**src/hw/rtcsb_pkg.sv**
```systemverilog
// constants and carrier types of the always-on clock register bank
package rtcsb_pkg;

	// register offsets
	localparam logic [15:0] OFS_CAUSE = 16'h0F00;
	localparam logic [15:0] OFS_CCONF = 16'h0F01;
	localparam logic [15:0] OFS_XFER = 16'h0F02;
	localparam logic [15:0] OFS_WSEC_LO = 16'h0F03;
	localparam logic [15:0] OFS_WSEC_HI = 16'h0F04;
	localparam logic [15:0] OFS_WMIN_LO = 16'h0F05;
	localparam logic [15:0] OFS_WMIN_MID = 16'h0F06;
	localparam logic [15:0] OFS_WMIN_HI = 16'h0F07;
	localparam logic [15:0] OFS_AMIN_LO = 16'h0F08;
	localparam logic [15:0] OFS_AMIN_MID = 16'h0F09;
	localparam logic [15:0] OFS_AMIN_HI = 16'h0F0A;
	localparam logic [15:0] OFS_CTRL = 16'h0F0B;
	localparam logic [15:0] OFS_BUPCHG = 16'h0F0C;
	localparam logic [15:0] OFS_FORCE = 16'h0F0D;
	localparam logic [15:0] OFS_TRIM = 16'h0F0E;
	localparam logic [15:0] OFS_STATUS = 16'h0F0F;

	// first power-on values
	localparam logic [7:0] RST_ZERO = 8'h00;
	localparam logic [7:0] RST_CTRL = 8'h08;
	localparam logic [7:0] RST_BUPCHG = 8'h04;
	localparam logic [7:0] RST_STATUS = 8'h04;

	// writable bits per register
	localparam logic [7:0] MASK_CCONF = 8'h01;
	localparam logic [7:0] MASK_XFER = 8'h03;
	localparam logic [7:0] MASK_CTRL = 8'h3D;
	localparam logic [7:0] MASK_BUPCHG = 8'h0F;
	localparam logic [7:0] MASK_FORCE = 8'h01;

	// field positions
	localparam int CAUSE_KEY_LONG = 6;
	localparam int CCONF_EN = 0;
	localparam int XFER_WR = 1;
	localparam int XFER_RD = 0;
	localparam int CTRL_VALID = 0;
	localparam int CTRL_ALARM_EN = 2;
	localparam int CTRL_PRESENT = 3;
	localparam int CTRL_CHG_EN = 4;
	localparam int CTRL_CHG_OFF = 5;
	localparam int BUP_ICH_LO = 2;
	localparam int BUP_VCH_LO = 0;
	localparam int FORCE_BIT = 0;
	localparam int TRIM_SIGN = 7;
	localparam int STAT_XTAL_OK = 2;
	localparam int STAT_SRC_LO = 0;

	// timing
	localparam int SLOW_HZ = 32768;
	localparam int SEC_PER_MIN = 60;
	localparam int KEY_LONG_S = 10;
	localparam longint CLK_HZ = 100000000;
	localparam longint KEY_LONG_CYC_DEF = longint'(KEY_LONG_S) * CLK_HZ;

	// pin vector layout
	localparam int PIN_SLOW = 0;
	localparam int PIN_KEY = 1;
	localparam int PIN_SUPFAIL = 2;
	localparam int PIN_XTAL = 3;
	localparam int PIN_SRC_LO = 4;
	localparam int PIN_N = 6;

	typedef struct packed {
		logic host_thermal;
		logic battery_por;
		logic slow_clock_loss;
		logic watchdog;
		logic battery_ok;
		logic thermal;
		logic software;
	} rtcsb_off_evt_t;

	typedef struct packed {
		logic wr;
		logic rd;
		logic [15:0] addr;
		logic [7:0] wdata;
	} rtcsb_reg_req_t;

endpackage

```
**src/hw/rtcsb_bank.sv**
```systemverilog
// always-on clock register bank: switch-off log, watch time, alarm, backup control
//
// Behaviour
// - read-only cause byte logs thermal, battery, clock, watchdog, battery-ok, software switch-offs.
// - bit 6 set when the first power key is held over ten seconds.
// - registers take reset values only at clock-domain power-on reset.
// - charge meter enable bit, forced off in power-off mode.
// - write-transfer bit loads watch time into running clock, then self-clears.
// - read-transfer bit snapshots running clock into watch time, then self-clears.
// - seconds watch time is 16 bits over two read-write bytes.
// - minutes watch time is 24 bits over three bytes, low first.
// - alarm minutes is 24 bits over three bytes, low first.
// - control bit 2 enables the alarm.
// - control bit 3 marks a backup battery present; control resets to 08.
// - control bit 4 enables backup charger, bit 5 keeps it on in off mode.
// - control bit 0 set by software, cleared when the clock supply fails.
// - backup charge bits 3:2 select current; byte resets to 04.
// - backup charge bits 1:0 select charge voltage.
// - force bit supplies the clock block from the backup battery.
// - signed drift trim applied to the running clock every minute.
// - status byte shows crystal running and selected slow clock source.
`timescale 1ns/100ps
module rtcsb_bank import rtcsb_pkg::*;
#(
	parameter longint KEY_LONG_CYC = KEY_LONG_CYC_DEF,
	parameter int TICKS_PER_SEC = SLOW_HZ
)
(
	// clock and clock-domain power-on reset
	input wire logic clk,
	input wire logic srst,
	// register port
	input wire rtcsb_reg_req_t reg_req,
	output logic [7:0] rdata,
	output logic rvalid,
	// switch-off events and power mode from the power controller
	input wire rtcsb_off_evt_t off_evt,
	input wire logic power_off_mode,
	// pins
	input wire logic slow_clk_in,
	input wire logic first_power_key,
	input wire logic clock_supply_fail,
	input wire logic crystal_running_flag,
	input wire logic [1:0] slow_clock_source_status,
	// controls out
	output logic charge_meter_enable,
	output logic backup_charger_enable,
	output logic backup_charge_in_off,
	output logic backup_battery_present,
	output logic [1:0] backup_current_select,
	output logic [1:0] backup_voltage_select,
	output logic backup_supply_force_bit,
	// events out
	output logic alarm_event
);

	localparam int KEY_W = $clog2(KEY_LONG_CYC + 1);

	if (KEY_LONG_CYC < 1 || KEY_LONG_CYC > 64'h0000_0000_FFFF_FFFF)
		$error("KEY_LONG_CYC out of range");

	logic [PIN_N-1:0] pin_meta_q;
	logic [PIN_N-1:0] pin_sync_q;
	logic slow_prev_q;
	logic slow_tick;
	logic sec_pulse;
	logic min_pulse;

	logic [7:0] cause_q;
	logic [7:0] cconf_q;
	logic [1:0] xfer_q;
	logic [15:0] watch_sec_q;
	logic [23:0] watch_min_q;
	logic [23:0] alarm_min_q;
	logic [7:0] ctrl_q;
	logic [7:0] bupchg_q;
	logic [7:0] force_q;
	logic [7:0] trim_q;
	logic [7:0] status_q;
	logic [15:0] run_sec_q;
	logic [23:0] run_min_q;
	logic [KEY_W-1:0] key_cnt_q;
	logic match_q;
	logic [7:0] rdata_d;
	logic alarm_match;

	// two-stage pin synchronisers
	always_ff @(posedge clk)
	begin
		if (srst)
		begin
			pin_meta_q <= '0;
			pin_sync_q <= '0;
		end
		else
		begin
			pin_meta_q <= {slow_clock_source_status, crystal_running_flag,
				clock_supply_fail, first_power_key, slow_clk_in};
			pin_sync_q <= pin_meta_q;
		end
	end

	// one tick per rising edge of the slow clock
	always_ff @(posedge clk)
	begin
		if (srst)
			slow_prev_q <= 1'b0;
		else
			slow_prev_q <= pin_sync_q[PIN_SLOW];
	end

	assign slow_tick = pin_sync_q[PIN_SLOW] && !slow_prev_q;

	rtcsb_tick #(.TICKS_PER_SEC(TICKS_PER_SEC)) u_tick
	(
		.clk(clk),
		.srst(srst),
		.slow_tick(slow_tick),
		.drift_trim_value(trim_q),
		.sec_pulse(sec_pulse),
		.min_pulse(min_pulse)
	);

	// software-written configuration; only the clock-domain reset clears it
	always_ff @(posedge clk)
	begin
		if (srst)
		begin
			cconf_q <= RST_ZERO;
			bupchg_q <= RST_BUPCHG;
			force_q <= RST_ZERO;
			trim_q <= RST_ZERO;
			alarm_min_q <= '0;
		end
		else if (reg_req.wr)
		begin
			unique case (reg_req.addr)
				OFS_CCONF: cconf_q <= reg_req.wdata & MASK_CCONF;
				OFS_BUPCHG: bupchg_q <= reg_req.wdata & MASK_BUPCHG;
				OFS_FORCE: force_q <= reg_req.wdata & MASK_FORCE;
				OFS_TRIM: trim_q <= reg_req.wdata;
				OFS_AMIN_LO: alarm_min_q[7:0] <= reg_req.wdata;
				OFS_AMIN_MID: alarm_min_q[15:8] <= reg_req.wdata;
				OFS_AMIN_HI: alarm_min_q[23:16] <= reg_req.wdata;
				default:
				begin
				end
			endcase
		end
	end

	// control byte; a failing clock supply drops the time-valid bit
	always_ff @(posedge clk)
	begin
		if (srst)
			ctrl_q <= RST_CTRL;
		else
		begin
			if (reg_req.wr && reg_req.addr == OFS_CTRL)
				ctrl_q <= reg_req.wdata & MASK_CTRL;
			if (pin_sync_q[PIN_SUPFAIL])
				ctrl_q[CTRL_VALID] <= 1'b0;
		end
	end

	// transfer requests; a new request in the serving cycle is kept
	always_ff @(posedge clk)
	begin
		if (srst)
			xfer_q <= 2'h0;
		else if (reg_req.wr && reg_req.addr == OFS_XFER)
			xfer_q <= reg_req.wdata[1:0] & MASK_XFER[1:0];
		else
			xfer_q <= 2'h0;
	end

	// watch-time buffers; a snapshot overrides a software byte write
	always_ff @(posedge clk)
	begin
		if (srst)
		begin
			watch_sec_q <= '0;
			watch_min_q <= '0;
		end
		else if (xfer_q[XFER_RD])
		begin
			watch_sec_q <= run_sec_q;
			watch_min_q <= run_min_q;
		end
		else if (reg_req.wr)
		begin
			unique case (reg_req.addr)
				OFS_WSEC_LO: watch_sec_q[7:0] <= reg_req.wdata;
				OFS_WSEC_HI: watch_sec_q[15:8] <= reg_req.wdata;
				OFS_WMIN_LO: watch_min_q[7:0] <= reg_req.wdata;
				OFS_WMIN_MID: watch_min_q[15:8] <= reg_req.wdata;
				OFS_WMIN_HI: watch_min_q[23:16] <= reg_req.wdata;
				default:
				begin
				end
			endcase
		end
	end

	// running clock
	always_ff @(posedge clk)
	begin
		if (srst)
		begin
			run_sec_q <= '0;
			run_min_q <= '0;
		end
		else if (xfer_q[XFER_WR])
		begin
			run_sec_q <= watch_sec_q;
			run_min_q <= watch_min_q;
		end
		else if (sec_pulse)
		begin
			run_sec_q <= run_sec_q + 16'h0001;
			if (min_pulse)
				run_min_q <= run_min_q + 24'h000001;
		end
	end

	// long press of the first power key
	always_ff @(posedge clk)
	begin
		if (srst)
			key_cnt_q <= '0;
		else if (!pin_sync_q[PIN_KEY])
			key_cnt_q <= '0;
		else if (key_cnt_q != KEY_W'(KEY_LONG_CYC))
			key_cnt_q <= key_cnt_q + 1'b1;
	end

	// sticky switch-off log
	always_ff @(posedge clk)
	begin
		if (srst)
			cause_q <= RST_ZERO;
		else
		begin
			cause_q[7] <= cause_q[7] | off_evt.host_thermal;
			cause_q[5] <= cause_q[5] | off_evt.battery_por;
			cause_q[4] <= cause_q[4] | off_evt.slow_clock_loss;
			cause_q[3] <= cause_q[3] | off_evt.watchdog;
			cause_q[2] <= cause_q[2] | off_evt.battery_ok;
			cause_q[1] <= cause_q[1] | off_evt.thermal;
			cause_q[0] <= cause_q[0] | off_evt.software;
			if (key_cnt_q == KEY_W'(KEY_LONG_CYC))
				cause_q[CAUSE_KEY_LONG] <= 1'b1;
		end
	end

	// slow clock status sampled from the pins
	always_ff @(posedge clk)
	begin
		if (srst)
			status_q <= RST_STATUS;
		else
		begin
			status_q <= RST_ZERO;
			status_q[STAT_XTAL_OK] <= pin_sync_q[PIN_XTAL];
			status_q[STAT_SRC_LO +: 2] <= pin_sync_q[PIN_SRC_LO +: 2];
		end
	end

	// alarm: one pulse on entering a match
	assign alarm_match = ctrl_q[CTRL_ALARM_EN] && run_min_q == alarm_min_q;

	always_ff @(posedge clk)
	begin
		if (srst)
		begin
			match_q <= 1'b0;
			alarm_event <= 1'b0;
		end
		else
		begin
			match_q <= alarm_match;
			alarm_event <= alarm_match && !match_q;
		end
	end

	// read data
	always_comb
	begin
		unique case (reg_req.addr)
			OFS_CAUSE: rdata_d = cause_q;
			OFS_CCONF: rdata_d = cconf_q;
			OFS_XFER: rdata_d = {6'h00, xfer_q};
			OFS_WSEC_LO: rdata_d = watch_sec_q[7:0];
			OFS_WSEC_HI: rdata_d = watch_sec_q[15:8];
			OFS_WMIN_LO: rdata_d = watch_min_q[7:0];
			OFS_WMIN_MID: rdata_d = watch_min_q[15:8];
			OFS_WMIN_HI: rdata_d = watch_min_q[23:16];
			OFS_AMIN_LO: rdata_d = alarm_min_q[7:0];
			OFS_AMIN_MID: rdata_d = alarm_min_q[15:8];
			OFS_AMIN_HI: rdata_d = alarm_min_q[23:16];
			OFS_CTRL: rdata_d = ctrl_q;
			OFS_BUPCHG: rdata_d = bupchg_q;
			OFS_FORCE: rdata_d = force_q;
			OFS_TRIM: rdata_d = trim_q;
			OFS_STATUS: rdata_d = status_q;
			default: rdata_d = RST_ZERO;
		endcase
	end

	always_ff @(posedge clk)
	begin
		if (srst)
		begin
			rdata <= RST_ZERO;
			rvalid <= 1'b0;
		end
		else
		begin
			rvalid <= reg_req.rd;
			if (reg_req.rd)
				rdata <= rdata_d;
		end
	end

	// registered control outputs
	always_ff @(posedge clk)
	begin
		if (srst)
		begin
			charge_meter_enable <= 1'b0;
			backup_charger_enable <= 1'b0;
			backup_charge_in_off <= 1'b0;
			backup_battery_present <= 1'b0;
			backup_current_select <= 2'h0;
			backup_voltage_select <= 2'h0;
			backup_supply_force_bit <= 1'b0;
		end
		else
		begin
			charge_meter_enable <= cconf_q[CCONF_EN] && !power_off_mode;
			backup_charger_enable <= ctrl_q[CTRL_CHG_EN];
			backup_charge_in_off <= ctrl_q[CTRL_CHG_EN] && ctrl_q[CTRL_CHG_OFF];
			backup_battery_present <= ctrl_q[CTRL_PRESENT];
			backup_current_select <= bupchg_q[BUP_ICH_LO +: 2];
			backup_voltage_select <= bupchg_q[BUP_VCH_LO +: 2];
			backup_supply_force_bit <= force_q[FORCE_BIT];
		end
	end

endmodule

```
**src/hw/rtcsb_tick.sv**
```systemverilog
// seconds and minute pulses from slow-clock ticks, with per-minute drift trim
`timescale 1ns/100ps
module rtcsb_tick import rtcsb_pkg::*;
#(
	parameter int TICKS_PER_SEC = SLOW_HZ
)
(
	// clock and reset
	input wire logic clk,
	input wire logic srst,
	// tick in and trim
	input wire logic slow_tick,
	input wire logic [7:0] drift_trim_value,
	// pulses out
	output logic sec_pulse,
	output logic min_pulse
);

	localparam int PRESC_W = $clog2(TICKS_PER_SEC);
	localparam logic [PRESC_W-1:0] PRESC_LAST = PRESC_W'(TICKS_PER_SEC - 1);

	// the largest trim magnitude must still fit inside one second
	if (TICKS_PER_SEC < 128 || TICKS_PER_SEC > 1048576)
		$error("TICKS_PER_SEC out of range");
	localparam logic [5:0] SEC_LAST = 6'(SEC_PER_MIN - 1);

	logic [PRESC_W-1:0] presc_q;
	logic [6:0] stall_q;
	logic [5:0] secs_q;
	logic wrap;
	logic min_wrap;

	assign wrap = slow_tick && stall_q == 7'h00 && presc_q == PRESC_LAST;
	assign min_wrap = wrap && secs_q == SEC_LAST;

	// prescaler; at each minute a negative trim skips ticks, a positive one swallows them
	always_ff @(posedge clk)
	begin
		if (srst)
		begin
			presc_q <= '0;
			stall_q <= 7'h00;
		end
		else if (slow_tick)
		begin
			if (stall_q != 7'h00)
				stall_q <= stall_q - 7'h01;
			else if (min_wrap && drift_trim_value[TRIM_SIGN])
				presc_q <= PRESC_W'(drift_trim_value[6:0]);
			else if (min_wrap)
			begin
				presc_q <= '0;
				stall_q <= drift_trim_value[6:0];
			end
			else
				presc_q <= presc_q + 1'b1;
		end
	end

	// seconds within the minute
	always_ff @(posedge clk)
	begin
		if (srst)
			secs_q <= 6'h00;
		else if (min_wrap)
			secs_q <= 6'h00;
		else if (wrap)
			secs_q <= secs_q + 6'h01;
	end

	always_ff @(posedge clk)
	begin
		if (srst)
		begin
			sec_pulse <= 1'b0;
			min_pulse <= 1'b0;
		end
		else
		begin
			sec_pulse <= wrap;
			min_pulse <= min_wrap;
		end
	end

endmodule

```
**config.mk**
```make
export PLATFORM = sky130hd
export DESIGN_NAME = rtcsb_bank
export DESIGN_NICKNAME = d
export VERILOG_FILES = /design/src/hw/rtcsb_pkg.sv /design/src/hw/rtcsb_bank.sv /design/src/hw/rtcsb_tick.sv
export SDC_FILE = /design/constraint.sdc
export NUM_CORES = 1
export LEC_CHECK = 0
export ABC_CLOCK_PERIOD_IN_PS = 2800
export BUFFER_PORTS_ARGS = -buffer_cell sky130_fd_sc_hd__buf_4
export CORE_AREA = 2 2 140 142
export CTS_BUF_LIST = sky130_fd_sc_hd__clkbuf_4 sky130_fd_sc_hd__clkbuf_8 sky130_fd_sc_hd__clkbuf_16
export DETAILED_ROUTE_END_ITERATION = 10
export DIE_AREA = 0 0 142 144
export GPL_TIMING_DRIVEN = 0
export PLACE_DENSITY_LB_ADDON = 0.05
export SLEW_MARGIN = 10
export SYNTH_ARGS = -nofsm -noshare
export SYNTH_HDL_FRONTEND = slang
export SYNTH_SLANG_ARGS = --single-unit
```
**constraint.sdc**
```tcl
create_clock -name clk -period 2.8 [get_ports clk]
set_input_delay 0.84 -clock clk [delete_from_list [all_inputs] [get_ports clk]]
set_output_delay 0.84 -clock clk [all_outputs]
set_load 0.05 [all_outputs]
```
==> impl_metrics.py <==
metrics = {
    "critical_path": {
        "cp_max_fo": 10,
        "reg2reg_depth": 7,
        "cp.required_ps": 3250,
        "worstPathArrival_ps": 3150,
        "worstSetupPathType": "in -> reg",
        "r2r_slack_ps": 260,
        "crit-reg2reg-launch": "u_tick.presc_q[0]$_SDFFE_PP0P_",
        "rr_endpoint": "u_tick.presc_q[0]$_SDFFE_PP0P_",
        "startpoint_type": "input pin",
        "end_kind": "flip-flop",
    },
    "cells_and_area": {
        "final_common_cell": "dfxtp_1",
        "drive_gt1_share_pct": 12.0,
        "antenna_cells": 0,
        "layout.cells.non_filler": 1664,
        "fin_nets": 1455,
        "area_growth_pct": 14.7,
        "final_cell_mix": "229 x dfxtp_1, 161 x nor2_1, 152 x nand2_1",
        "num-fill-cells": 1617,
    },
    "timing": {
        "worst_slew_pin_slew_ps": 976,
        "final.min_clock_period_ps": 2700,
        "finalCritPeriodShare_pct": 96.4,
        "holdWs_ps": 373,
        "fmax_mhz": 370,
        "rsz0062_at_grt": "false",
        "relSlewSlack_pct": 34.3,
        "hold_violations": 0,
        "fin_skew_ps": 21.6,
        "slew_viol_final": 0,
        "setup_ws_ps": 101,
        "setup_violations": 0,
    },
    "hold_path": {
        "whs_endpoint": "alarm_event$_SDFF_PP0_",
        "hold_depth": 1,
        "hold_class": "reg -> reg",
        "hold_path.startpoint": "match_q$_SDFF_PP0_",
    },
    "synthesis": {
        "synth_cell_types": 76,
        "netlist.area_leader.share_pct": 40.7,
        "synth.area.top_cells": "dfxtp_1 41%, nor2_1 5.4%, nand2_1 5.1%, xnor2_1 4.7%, xor2_1 3.0%",
        "synth_area_um2": 11300,
        "yosys.area.top_type": "dfxtp_1",
        "yosys_register_bits": 229,
        "synthAdderAreaFrac_pct": 0.778,
        "syn-instance-count": 1323,
        "yosysSeqAreaShare_pct": 40.7,
        "synth_top_family_by_area": "simple AND/OR/NAND/NOR gates",
        "synth_fp_nets": 1372,
        "synthXorXnorAreaFrac_pct": 7.70,
        "synthSimpleGateAreaFrac_pct": 27.9,
        "synth_area_per_cell_um2": 8.51,
        "synth_mux_area_share_pct": 3.76,
        "synth_compound_area_share_pct": 14.5,
        "async_flop_share_pct": 0,
        "yosys_most_used_dff": "dfxtp_1",
        "yosys_warnings": 0,
        "synth_edf_count": 0,
    },
    "clock_tree": {
        "hold_buffers": 0,
        "htree_num_levels": 1,
        "post-cts-setup-buffers": 0,
        "ctsResizeCount": 0,
        "clock-root-buffer": "clkbuf_16",
        "clock_latency_ps": 540,
        "cts_max_path_buffers": 3,
        "cts_tree": "built",
        "clk_pin_slew_ps": 70,
        "cts_made_buffers": 26,
        "cts_sinks": 229,
    },
    "floorplanning": {
        "initial_core_util_pct": 59.0,
        "fp.dieH_um": 144,
        "die_width_um": 142,
        "rows": 51,
        "io_pins": 61,
        "coreArea_um2": 19100,
        "dieArea_um2": 20400,
    },
    "power_and_ir_drop": {
        "power.density_nw_per_um2": 576,
        "p_int_mw": 5.69,
        "p_sw_share_pct": 23.5,
        "combPwrFrac_pct": 6.0,
        "report.power.total_mw": 7.44,
        "switching_power_mw": 1.75,
        "leakagePower_nw": 4.71,
        "clock_power_share_pct": 49.4,
        "seq_power_share_pct": 44.6,
        "ir_drop_mv": 0.444,
    },
    "routing": {
        "dr.pass1.iters": 5,
        "drt-total-wl_mm": 35.4,
        "drtAntennaViolNets": 0,
        "drc": 0,
        "vias": 10500,
        "wl_per_cell_um": 21.3,
        "vias_per_cell": 6.28,
        "drtIter0Drc": 908,
    },
    "place": {
        "place_inst": 1616,
        "dp_slack_ps": -351,
        "dp_hpwl_mm": 25.1,
        "gp_congestion": 1.02,
        "io_buffer_count": 55,
    },
    "global_routing": {
        "grt_first_pass_wirelength_mm": 54.0,
        "grtUsageTotal_pct": 34.2,
        "antenna_found_initial": 0,
        "grt-ovfl-total": 0,
        "grt_max_degree": 15,
        "grt_pass1_vias": 9556,
    },
    "outcome": {
        "status": "finished clean",
    },
    "run": {
        "drv_cap": 0,
    },
}
==> power by group through the flow <==
stage	Sequential (mW)	Combinational (mW)	Clock, mW
after global routing	3.32	0.481	3.82
after floorplan	3.39	0.264	0
after global placement	3.39	0.436	0
after detailed placement	3.39	0.438	0
final	3.32	0.448	3.68
after CTS	3.32	0.439	3.68
==> Yosys cell counts (26+ instances only) <==
cell and instances:
xnor2_1 61, nand2_1 152, o21ai_0 37, dfxtp_1 229, clkbuf_1 65, nor3_1 26
nor2_1 161, a311oi_1 35, nor2b_1 34, mux2i_1 31, a211oi_1 41, nand3_1 52
xor2_1 38, a21oi_1 65, nor4_1 33
==> cell type report <==
type	instances	area, um^2	share of cell area [%]
clock inverter	11	150	1.16
multi-input combinational	972	6150	47.6
clock buffer	37	795	6.15
inverter	25	93.8	0.727
sequential	229	4580	35.5
timing repair buffer	55	413	3.20
buffer	97	435	3.37
tap	238	298	2.31
==> worst max-delay path, stage by stage <==
cell and delay (ps):
buf_4 100, or4_1 570, buf_4 240, nor4_1 810
a22oi_1 210, a31o_1 230, a21oi_1 130
==> stage by stage <==
stage / util, % / TNS [ps] / area [um^2]
after global routing: 67.7 / 0 / 12900
after floorplan: - / 0 / 11300
final: 67.7 / 0 / 12900
after detailed placement: 62.7 / -12370 / 12000
after global placement: 62.7 / -11760 / 12000
after CTS: 67.7 / 0 / 12900
==> logic make-up after synthesis <==
| kind of cell | count (synthesis) |
|---|---|
| flops | 229 |
| mux | 38 |
| xor+xnor | 99 |
| fa+ha+maj | 7 |
| simple gates | 591 |
| buf+inv | 122 |
| compound gates | 237 |
==> state kept, by name, summed over array words and instances, names as in the netlist, 3 cells and up <==
name            flops
cause_q             8
alarm_min_q        24
watch_min_q        24
status_q            3
ctrl_q              5
u_tick.stall_q      7
run_sec_q          16
pin_meta_q          6
rdata               8
u_tick.presc_q     15
watch_sec_q        16
trim_q              8
bupchg_q            4
run_min_q          24
pin_sync_q          6
u_tick.secs_q       6
key_cnt_q          30
==> layer usage <==
layer	vias to the layer above	share of wire, %	routed length [um]	track usage, %
met1	4925	40	14200	44.7
met3	144	8.0	2820	5.03
li1	4873	-	-	-
met2	514	46	16200	54.5
met4	0	6.1	2170	19.2
met5	-	0	0	0
==> how the worst max path moves through the flow <==
stage                                   startpoint                             end  slack, ps  cells past startpoint
finish                                 reg_req[13]           rdata[7]$_SDFFE_PP0P_        100                      7
CTS                                    reg_req[13]           rdata[7]$_SDFFE_PP0P_        180                      7
global placement                       reg_req[13]           rdata[7]$_SDFFE_PP0P_       -390                      7
global route        u_tick.presc_q[0]$_SDFFE_PP0P_  u_tick.presc_q[3]$_SDFFE_PP0P_         30                      7
floorplan                              reg_req[21]          ctrl_q[3]$_SDFFE_PP1P_        140                      6
detailed placement                     reg_req[13]           rdata[7]$_SDFFE_PP0P_       -350                      7
No activity file was read; power rests on OpenSTA's default activity.
